File: config.mk
export PLATFORM = sky130hd
export DESIGN_NAME = ccr_top
export DESIGN_NICKNAME = d
export VERILOG_FILES = /design/src/ccr_pkg.sv /design/src/ccr_dec_if.sv /design/src/ccr_fmt_dec.sv /design/src/ccr_spread_dec.sv /design/src/ccr_top.sv
export VERILOG_INCLUDE_DIRS = /design/src
export SDC_FILE = /design/constraint.sdc
export NUM_CORES = 1
export LEC_CHECK = 0
export ABC_AREA = 1
export BUFFER_PORTS_ARGS = -buffer_cell sky130_fd_sc_hd__buf_2
export CAP_MARGIN = 20
export CORE_MARGIN = 3
export CORE_UTILIZATION = 45
export CTS_CLUSTER_SIZE = 10
export DETAILED_ROUTE_END_ITERATION = 10
export PLACE_DENSITY_LB_ADDON = 0.05
export SYNTH_ARGS = -nofsm -noshare
export SYNTH_HDL_FRONTEND = slang
export SYNTH_HIERARCHICAL = 1
export SYNTH_SLANG_ARGS = --single-unit
File: constraint.sdc
create_clock -name clk -period 1 [get_ports clk]
set_input_delay 0.2 -clock clk [delete_from_list [all_inputs] [get_ports clk]]
set_output_delay 0.2 -clock clk [all_outputs]
set_load 0.005 [all_outputs]
File: src/ccr_defs.svh
// Offsets, field positions, reset values and masks of the output configuration registers.
`ifndef CCR_DEFS_SVH
`define CCR_DEFS_SVH

// ==========================================================================
// Register offsets
`define CCR_OFS_OUTCTL 8'h07
`define CCR_OFS_NUMLO 8'h08
`define CCR_OFS_CFGID 8'h09

// ==========================================================================
// Output pair control fields
`define CCR_POS_PAIR2_EN 8
`define CCR_POS_PAIR2_SRC 7
`define CCR_POS_PAIR2_FMT_HI 4
`define CCR_POS_PAIR2_FMT_LO 2
`define CCR_POS_PAIR1_EN 1
`define CCR_POS_OE_POL 0

// ==========================================================================
// Identifier and spread select fields
`define CCR_POS_ID_HI 15
`define CCR_POS_ID_LO 12
`define CCR_POS_SPREAD_HI 11
`define CCR_POS_SPREAD_LO 9

// ==========================================================================
// Reset values and storage masks
`define CCR_RST_OUTCTL 16'h5D1F
`define CCR_RST_NUMLO 16'hC28F
`define CCR_RST_CFGID 16'h3000
`define CCR_MASK_OUTCTL 16'h7FFF
`define CCR_MASK_CFGID 16'hFFFF

`endif

File: src/ccr_pkg.sv
// Types shared by the output configuration register bank and its decoders.
package ccr_pkg;

    // ======================================================================
    // Decoded pin activity of one output pair
    typedef struct packed {
        logic pin0_en;
        logic pin1_en;
        logic pin1_inv;
    } ccr_pins_s;

    // ======================================================================
    // Spread modulation selection
    typedef enum logic [2:0] {
        spread_custom,
        spread_down_010,
        spread_down_025,
        spread_down_030,
        spread_down_050,
        spread_reserved
    } ccr_spread_e;

endpackage

File: src/ccr_dec_if.sv
// Carrier between the register bank and its format and spread decoders.
interface ccr_dec_if;
    import ccr_pkg::*;
    logic [2:0] fmt1;
    logic [2:0] fmt2;
    ccr_pins_s pins1;
    ccr_pins_s pins2;
    logic [2:0] spread_code;
    ccr_spread_e spread;

    modport fmt (input fmt1, input fmt2, output pins1, output pins2);
    modport spr (input spread_code, output spread);
    modport top (output fmt1, output fmt2, output spread_code,
                 input pins1, input pins2, input spread);
endinterface

File: src/ccr_fmt_dec.sv
// Output format decoder for both output pairs.
module ccr_fmt_dec
    import ccr_pkg::*;
(
    // Decoder carrier
    ccr_dec_if.fmt dec
);

    // ======================================================================
    // Shared format decode
    // The first pair uses the same encoding, so one function serves both.
    function automatic ccr_pins_s fmt_decode(input logic [2:0] code);
        ccr_pins_s p;
        p = '0;
        case (code)
            3'h4: begin
                p.pin0_en = 1'b1;
            end
            3'h5: begin
                p.pin1_en = 1'b1;
            end
            3'h6: begin
                p.pin0_en = 1'b1;
                p.pin1_en = 1'b1;
                p.pin1_inv = 1'b1;
            end
            3'h7: begin
                p.pin0_en = 1'b1;
                p.pin1_en = 1'b1;
            end
            default: begin
                p = '0;
            end
        endcase
        return p;
    endfunction

    always_comb begin
        dec.pins1 = fmt_decode(dec.fmt1);
        dec.pins2 = fmt_decode(dec.fmt2);
    end

endmodule

File: src/ccr_spread_dec.sv
// Spread modulation preset decoder.
module ccr_spread_dec
    import ccr_pkg::*;
(
    // Decoder carrier
    ccr_dec_if.spr dec
);

    // ======================================================================
    // Preset decode
    always_comb begin
        case (dec.spread_code)
            3'h0: begin
                dec.spread = spread_custom;
            end
            3'h1: begin
                dec.spread = spread_down_010;
            end
            3'h2: begin
                dec.spread = spread_down_025;
            end
            3'h3: begin
                dec.spread = spread_down_030;
            end
            3'h4: begin
                dec.spread = spread_down_050;
            end
            default: begin
                dec.spread = spread_reserved;
            end
        endcase
    end

endmodule

File: src/ccr_top.sv
// Output configuration register bank of the clock generator.
//
// Behaviour
// - Second pair enable bit: 0 disables, 1 enables; resets to 1.
// - Second pair source: 0 channel divider 0, 1 channel divider 1.
// - Second pair format: 0-3 reserved, 4 first pin, 5 second pin; reset 7.
// - First pair enable bit: 0 disables, 1 enables; resets to 1.
// - Enable pin polarity: 0 active high, 1 active low; resets to 1.
// - Polarity inverts only the enable pin, never the pair enable bits.
// - One register holds the low 16 numerator bits; fuse gives reset value.
// - Full 24-bit numerator is high byte above the low 16 bits.
// - Four-bit identifier field is readable, writable spare storage.
// - Spread codes 1-4 select -0.10, -0.25, -0.30, -0.50 percent down.
// - Spread code 0 selects the custom modulation parameters.
// - Every field loads from fuse storage at power-up.
`include "ccr_defs.svh"

module ccr_top
    import ccr_pkg::*;
#(
    parameter logic [15:0] NUMLO_RESET = `CCR_RST_NUMLO,
    parameter logic [15:0] CFGID_RESET = `CCR_RST_CFGID
) (
    // Clock and reset
    input wire logic clk,
    input wire logic rst,
    // Register access
    input wire logic [7:0] reg_addr,
    input wire logic reg_wr,
    input wire logic [15:0] reg_wdata,
    input wire logic reg_rd,
    output logic [15:0] reg_rdata,
    output logic reg_rvalid,
    // Fuse storage load
    input wire logic fuse_load,
    input wire logic [15:0] fuse_outctl,
    input wire logic [15:0] fuse_numlo,
    input wire logic [15:0] fuse_cfgid,
    // Neighbouring register fields
    input wire logic [7:0] numerator_high,
    input wire logic [2:0] pair1_format,
    // External enable pin
    input wire logic oe_pin,
    // Output steering
    output logic oe_active,
    output logic clock_out_a_en,
    output logic clock_out_b_en,
    output logic clock_out_b_invert,
    output logic clock_out_c_en,
    output logic clock_out_d_en,
    output logic clock_out_d_invert,
    output logic pair2_source_select,
    output logic [23:0] frac_divider1_numerator,
    output ccr_spread_e spread_preset,
    output logic spread_custom_sel
);

    // ======================================================================
    // State
    logic [15:0] outctl_q, outctl_d;
    logic [15:0] numlo_q, numlo_d;
    logic [15:0] cfgid_q, cfgid_d;
    logic [15:0] rdata_q, rdata_d;
    logic rvalid_q, rvalid_d;
    logic oe_act_q, oe_act_d;
    logic a_en_q, a_en_d;
    logic b_en_q, b_en_d;
    logic b_inv_q, b_inv_d;
    logic c_en_q, c_en_d;
    logic d_en_q, d_en_d;
    logic d_inv_q, d_inv_d;
    logic src_q, src_d;
    logic [23:0] num_q, num_d;
    ccr_spread_e spread_q, spread_d;
    logic custom_q, custom_d;
    logic pair1_on;
    logic pair2_on;
    logic [2:0] wr_sel;
    logic [2:0] rd_sel;

    // ======================================================================
    // Decoders
    ccr_dec_if dec ();

    ccr_fmt_dec u_fmt (
        .dec(dec.fmt)
    );

    ccr_spread_dec u_spread (
        .dec(dec.spr)
    );

    assign dec.fmt1 = pair1_format;
    assign dec.fmt2 = outctl_q[`CCR_POS_PAIR2_FMT_HI:`CCR_POS_PAIR2_FMT_LO];
    assign dec.spread_code = cfgid_q[`CCR_POS_SPREAD_HI:`CCR_POS_SPREAD_LO];

    // ======================================================================
    // Address decode
    // Write and read paths share one map so they can never disagree.
    function automatic logic [2:0] reg_select(input logic [7:0] addr);
        logic [2:0] sel;
        sel = 3'h0;
        if (addr == `CCR_OFS_OUTCTL) begin
            sel = 3'h1;
        end else if (addr == `CCR_OFS_NUMLO) begin
            sel = 3'h2;
        end else if (addr == `CCR_OFS_CFGID) begin
            sel = 3'h4;
        end
        return sel;
    endfunction

    assign wr_sel = reg_select(reg_addr);

    // ======================================================================
    // Output pair control register
    // A fuse load wins over a host write in the same cycle, since it
    // only happens at power-up before software is running.
    always_comb begin
        outctl_d = outctl_q;
        if (fuse_load) begin
            outctl_d = fuse_outctl & `CCR_MASK_OUTCTL;
        end else if (reg_wr && wr_sel[0]) begin
            // Reserved bits 14:9 and 6:5 are stored as written and bit 15 is cleared; the host keeps 6:5 zero, not 14:9.
            outctl_d = reg_wdata & `CCR_MASK_OUTCTL;
        end
    end

    always_ff @(posedge clk) begin
        if (rst) begin
            outctl_q <= `CCR_RST_OUTCTL;
        end else begin
            outctl_q <= outctl_d;
        end
    end

    // ======================================================================
    // Numerator low register
    always_comb begin
        numlo_d = numlo_q;
        if (fuse_load) begin
            numlo_d = fuse_numlo;
        end else if (reg_wr && wr_sel[1]) begin
            numlo_d = reg_wdata;
        end
    end

    always_ff @(posedge clk) begin
        if (rst) begin
            numlo_q <= NUMLO_RESET;
        end else begin
            numlo_q <= numlo_d;
        end
    end

    // ======================================================================
    // Identifier and spread select register
    // The identifier has no function in host mode; it is spare storage.
    always_comb begin
        cfgid_d = cfgid_q;
        if (fuse_load) begin
            cfgid_d = fuse_cfgid & `CCR_MASK_CFGID;
        end else if (reg_wr && wr_sel[2]) begin
            cfgid_d = reg_wdata & `CCR_MASK_CFGID;
        end
    end

    always_ff @(posedge clk) begin
        if (rst) begin
            cfgid_q <= CFGID_RESET;
        end else begin
            cfgid_q <= cfgid_d;
        end
    end

    // ======================================================================
    // Read port
    // Registered read data cost a cycle of latency but keep the bus output
    // glitch free; a read beside a write to one address sees the old value.
    always_comb begin
        rd_sel = reg_select(reg_addr);
        rvalid_d = reg_rd;
        rdata_d = 16'h0000;
        if (reg_rd) begin
            if (rd_sel[0]) begin
                rdata_d = outctl_q;
            end else if (rd_sel[1]) begin
                rdata_d = numlo_q;
            end else if (rd_sel[2]) begin
                rdata_d = cfgid_q;
            end else begin
                rdata_d = 16'h0000;
            end
        end
    end

    always_ff @(posedge clk) begin
        if (rst) begin
            rdata_q <= 16'h0000;
            rvalid_q <= 1'b0;
        end else begin
            rdata_q <= rdata_d;
            rvalid_q <= rvalid_d;
        end
    end

    // ======================================================================
    // Enable pin
    always_comb begin
        // The polarity bit flips only the pin; enable bits keep their sense.
        oe_act_d = oe_pin ^ outctl_q[`CCR_POS_OE_POL];
    end

    always_ff @(posedge clk) begin
        if (rst) begin
            oe_act_q <= 1'b0;
        end else begin
            oe_act_q <= oe_act_d;
        end
    end

    // ======================================================================
    // First output pair
    always_comb begin
        pair1_on = oe_act_d & outctl_q[`CCR_POS_PAIR1_EN];
        a_en_d = pair1_on & dec.pins1.pin0_en;
        b_en_d = pair1_on & dec.pins1.pin1_en;
        b_inv_d = dec.pins1.pin1_inv;
    end

    always_ff @(posedge clk) begin
        if (rst) begin
            a_en_q <= 1'b0;
            b_en_q <= 1'b0;
            b_inv_q <= 1'b0;
        end else begin
            a_en_q <= a_en_d;
            b_en_q <= b_en_d;
            b_inv_q <= b_inv_d;
        end
    end

    // ======================================================================
    // Second output pair
    always_comb begin
        pair2_on = oe_act_d & outctl_q[`CCR_POS_PAIR2_EN];
        c_en_d = pair2_on & dec.pins2.pin0_en;
        d_en_d = pair2_on & dec.pins2.pin1_en;
        d_inv_d = dec.pins2.pin1_inv;
    end

    always_ff @(posedge clk) begin
        if (rst) begin
            c_en_q <= 1'b0;
            d_en_q <= 1'b0;
            d_inv_q <= 1'b0;
        end else begin
            c_en_q <= c_en_d;
            d_en_q <= d_en_d;
            d_inv_q <= d_inv_d;
        end
    end

    // ======================================================================
    // Divider and modulation selects
    // Copies of stored fields, registered so every output leaves a flop.
    always_comb begin
        src_d = outctl_q[`CCR_POS_PAIR2_SRC];
        num_d = {numerator_high, numlo_q};
        spread_d = dec.spread;
        custom_d = (dec.spread == spread_custom);
    end

    always_ff @(posedge clk) begin
        if (rst) begin
            src_q <= 1'b0;
            num_q <= 24'h000000;
            spread_q <= spread_custom;
            custom_q <= 1'b0;
        end else begin
            src_q <= src_d;
            num_q <= num_d;
            spread_q <= spread_d;
            custom_q <= custom_d;
        end
    end

    // ======================================================================
    // Outputs
    assign reg_rdata = rdata_q;
    assign reg_rvalid = rvalid_q;
    assign oe_active = oe_act_q;
    assign clock_out_a_en = a_en_q;
    assign clock_out_b_en = b_en_q;
    assign clock_out_b_invert = b_inv_q;
    assign clock_out_c_en = c_en_q;
    assign clock_out_d_en = d_en_q;
    assign clock_out_d_invert = d_inv_q;
    assign pair2_source_select = src_q;
    assign frac_divider1_numerator = num_q;
    assign spread_preset = spread_q;
    assign spread_custom_sel = custom_q;

endmodule

---- Word-level counts from Yosys, hierarchy flattened ----
Index checks and enable logic that the tools add are counted.
storage, ports and cells
  input port bits ......................... 89
  flip-flop bits (word level) ............. 100
  word-level logic and storage cells ...... 73
  output and inout bits ................... 53
operators by class
  bitwise operators ....................... 8
  reduce and logical (&&, ||, !) cells .... 14
  equality and inequality tests ........... 15
  multiplexer cells ....................... 19
operator list
  cell                                                  number
  2-to-1 mux 16 bit                                     6
  2-to-1 mux 15 bit                                     3
  equality test 3 bit (second input constant)           9
  equality test 8 x 4 -> 1 bit (second input constant)  2
  one-hot mux 3 bit (5 select lines)                    1
  OR reduction 3 bit                                    5
  2-to-1 mux 3 bit                                      3
  equality test 8 x 3 -> 1 bit (second input constant)  1
  AND 1 bit                                             6
  equality test 3 x 2 -> 1 bit (second input constant)  2
  zero test 3 bit                                       2
  2-to-1 mux 1 bit                                      6
  nonzero test 2 bit                                    3
  equality test 3 x 1 -> 1 bit (second input constant)  1
  logical AND 1 bit                                     3
  OR reduction 2 bit                                    1
  NOT 1 bit                                             1
  XOR 1 bit                                             1

---- Depth between registers and ports, before layout ----
  depth after elaboration ................. 7
  mapped depth ............................ 11
  gate-level depth less buffers ........... 9

---- By module ----
Netlist, hierarchy kept.
modules (own cells, without submodules)
  module          cells an instance  sequential area each (sq um)  instances  area an instance (sq um)
  ccr_top         586                2001.9                        1          4135.2
  ccr_fmt_dec     14                 0.0                           1          62.6
  ccr_spread_dec  6                  0.0                           1          22.5

---- Worst setup path before layout ----
Ideal clock, no wire load.
  kind .................................... input -> register
  start point ............................. in reg_addr[3]
  end point ............................... reg rdata_q[6], in the netlist reg_rdata[6]
  path slack .............................. -96 ps
  data arrival time ....................... 987 ps
  data required time ...................... 891 ps
  stages .................................. 9
  buffers on the path ..................... 1
  setup time .............................. 109 ps
  cells stage by stage .................... inv_1 nand2_1 nor2_4 nand2_1 buf_6 o21ai_0 inv_1 nand2_1 inv_1
between the ends
  word-level cells in the longest chain between the ends .. 7
  elaborated cells on any way between the ends .. 9
  those cells by class .................... 3 x eq/ne; 6 x mux
ends and longest elaborated chain
  what                                    RTL line        RTL
  start: declaration                      ccr_top.sv:28   input wire logic [7:0] reg_addr,
  equality test 8 x 4 -> 1 bit (no line)  --
  2-to-1 mux 3 bit                        ccr_top.sv:107  end else if (addr == `CCR_OFS_CFGID) begin
  2-to-1 mux 3 bit                        ccr_top.sv:105  end else if (addr == `CCR_OFS_NUMLO) begin
  2-to-1 mux 3 bit (*)                    ccr_top.sv:103  if (addr == `CCR_OFS_OUTCTL) begin
  2-to-1 mux 16 bit                       ccr_top.sv:189  end else if (rd_sel[2]) begin
  2-to-1 mux 16 bit                       ccr_top.sv:187  end else if (rd_sel[1]) begin
  2-to-1 mux 15 bit (*)                   ccr_top.sv:185  if (rd_sel[0]) begin
  end signal: assignment                  ccr_top.sv:202  rdata_q <= rdata_d;
  end: declaration                        ccr_top.sv:63   logic [15:0] rdata_q, rdata_d;
Every way passes the cells marked *; elsewhere a longest branch is shown, timed or not.
A chain may end at the register's enable or synchronous reset.

---- Worst setup path after layout ----
  start point ............................. reg rdata_q[1], in the netlist reg_rdata[1]
  end point ............................... out reg_rdata[1]
RTL lines
  what              RTL line       RTL
  end: declaration  ccr_top.sv:32  output logic [15:0] reg_rdata,
No word-level cell between the ends.

==> flow_summary.ini <==
[job]
maxCapViolations = 0

[timing]
tightestPinTransition_ps = 257
final.setup.tns_ps = 0
max_slew_margin_pct = 82.9
hold_violations = 0
fmax_mhz = 1000
min_period_ps = 999
drv_slew = 0
rsz0062_at_grt = true
min_period_over_period_pct = 99.9
fin_worst_skew_ps = 13.3
finalSetupViolCount = 0

[cells_and_area]
fin_area_um2 = 5690
final_nets = 862
diodes = 0
syn_to_final_growth_pct = 34.9
drive_gt1_share_pct = 31.8

[power]
peakVddDrop_mv = 0.630
p_leak_nw = 3.19
p_per_area_nw_per_um2 = 1400

[synth]
syn_inst = 606
ys_types = 21
syn_nets = 695
ys_seq_elements = 100
yosysSeqAreaShare_pct = 47.4
yosysWarningCount = 6
syn_area_um2 = 4220
synth_area_per_cell_um2 = 6.96

[critical_path]
regToRegSetupSlack_ps = 130
critPathMaxFanout = 1
required_ps = 800
cp_cell_sequence = buf_2
critPathTopFamily = flip-flops
cp_num_buf_inv = 1
cp_slowest_stage_delay_ps = 330
cp-end-kind = primary output
critPathArrivalTime_ps = 800
critPathKind = flip-flop to primary output
cp-start-kind = flip-flop
cp_slowest_cell = dfxtp_2

[floorplanning]
die-area_um2 = 10600
die_x_um = 103
std_cell_rows = 34
start_util_pct = 47.2
ios = 142
die_h_um = 103
core_area_um2 = 8930

[route]
drtAntennaViolNets = 0
firstDrtPassIters = 5
wl_per_cell_um = 13.9
vias = 4342
drc = 0
vias_per_cell = 4.91
drt_wl_total_mm = 12.3
drt_iter0_markers = 161

[grt]
grt_max_degree = 27
grt-ovfl-total = 0
antenna_found_initial = 0
grt_pass1_vias = 3873
grt_pass1_wl_mm = 19.0
track_usage_pct = 23.4

[status]
status = finished, final reports clean

[placement]
port_buffers = 140
dpl_cell_area_um2 = 5380
post-dp-hpwl_mm = 9.61
gp_congestion = 0.880

[clocking]
hold_buffers = 0
clock_sinks = 100
cts_made_buffers = 9
htreeDepth = 3
insertion_delay_ps = 360
path_clk_slew_ps = 90
clockBufferDepth = 2
cts-root-buf = clkbuf_8
tritoncts = built

[worst_hold_path]
hp-class = primary input to flip-flop
tightest hold or removal path, cell delays in order:
cell	delay [ps]
buf_2	90
inv_1	40
nor2_1	30
timing repair:
item | CTS | global route
setup endpoints to repair | 21 | 85
gates cloned | 0 | 0
gates resized for setup | 7 | 28
pin swaps | 1 | 4
setup buffers | 0 | 2
final cells by class:
cell class	count	area [µm²]
fill	888	3240
sequential	100	2020
multi-input combinational	397	1810
timing repair buffer	188	1220
inverter	77	313
clock buffer	11	141
tap	108	135
clock inverter	4	50.0
placed cells by master, fill, tap and decap left out, types with 2 or more instances in the layout:
| cell | netlist | routed |
|---|---|---|
| nor2_2 | 2 | 6 |
| buf_4 | 2 | 39 |
| nand2_4 | 0 | 3 |
| buf_12 | 0 | 8 |
| nand3_4 | 2 | 2 |
| o21ai_1 | 0 | 8 |
| inv_2 | 3 | 2 |
| o21ai_0 | 17 | 9 |
| nand2_1 | 191 | 186 |
| buf_2 | 15 | 131 |
| clkinvlp_4 | 0 | 3 |
| dfxtp_2 | 0 | 16 |
| inv_1 | 73 | 69 |
| clkinv_1 | 1 | 2 |
| dfxtp_1 | 100 | 84 |
| buf_6 | 4 | 10 |
| a21oi_1 | 28 | 27 |
| nand2_2 | 5 | 7 |
| nand3_1 | 96 | 96 |
| nand3b_1 | 5 | 5 |
| nor2_1 | 47 | 41 |
| nor2_4 | 2 | 4 |
| clkbuf_8 | 0 | 10 |
path summary, 6_finish.rpt:
path | startpoint | endpoint | depth (start not counted)
worst min-delay path | numerator_high[7] | frac_divider1_numerator[23]$_SDFF_PP0_ | 3
worst max-delay path | reg_rdata[1]$_SDFF_PP0_ | reg_rdata[1] | 1
worst max register to register | outctl_q[0]$_SDFFE_PP1P_ | clock_out_d_en$_SDFF_PP0_ | 3
worst min register to register | numlo_q[3]$_SDFFE_PP1P_ | frac_divider1_numerator[3]$_SDFF_PP0_ | 2
layer usage:
layer,track usage [%],routed length (µm),share of wire [%],up-vias
li1,-,-,-,2213
met1,32.9,5660,46,1977
met2,37.6,5710,46,141
met3,3.59,812,6.6,11
met4,5.88,110,0.89,0
met5,0,0,0,-
metrics by stage:
stage / std cells / utilization, % / total power [mW] / worst slack [ps] / hold slack (ps)
finish: 885 / 63.7 / 7.99 / 1.14 / 36.8
global route: 885 / 63.7 / 8.37 / -34.3 / 35.2
CTS: 883 / 62.6 / 8.02 / -12.3 / 31.4
detailed placement: 868 / 60.3 / 5.51 / -462 / 412
global placement: 868 / 60.3 / 5.49 / -365 / 397
floorplan: 606 / - / 4.95 / -66.3 / 307
sequential cells by signal, summed over array words and instances, names as in the netlist:
signal,cells
frac_divider1_numerator,24
clock_out_d_invert,1
clock_out_c_en,1
clock_out_d_en,1
pair2_source_select,1
spread_custom_sel,1
numlo_q,16
outctl_q,15
cfgid_q,16
clock_out_b_en,1
reg_rvalid,1
spread_preset,3
oe_active,1
clock_out_a_en,1
clock_out_b_invert,1
reg_rdata,16
cell usage after synthesis:
master,count,area [µm²]
nor4_1,1,6.26
nand2_1,191,717
nand3b_1,5,37.5
buf_4,2,15.0
nand3_4,2,35.0
nand2_2,5,31.3
buf_2,15,75.1
inv_2,3,11.3
nor2_2,2,12.5
xor2_1,1,8.76
nor2_4,2,22.5
nand3_1,96,480
a21oi_1,28,140
dfxtp_1,100,2000
inv_1,73,274
clkinv_1,1,3.75
o21ai_0,17,85.1
nor2_1,47,176
clkbuf_1,9,33.8
buf_1,2,7.51
buf_6,4,45.0
logic make-up after synthesis:
kind of cell / synth area share, %
AOI/OAI and AO/OA: 5.34
buffers and inverters: 11.0
and+or+nand+nor: 36.0
xor gates and xnor gates: 0.208
DFF: 47.4
report_power, final:
group	leakage, nW	internal, mW	switching, mW
sequential	0.830	4.20	0.127
clock	0.0914	1.21	1.33
combinational	2.27	0.523	0.602
Note: power is estimated with default switching activity, not from simulation.
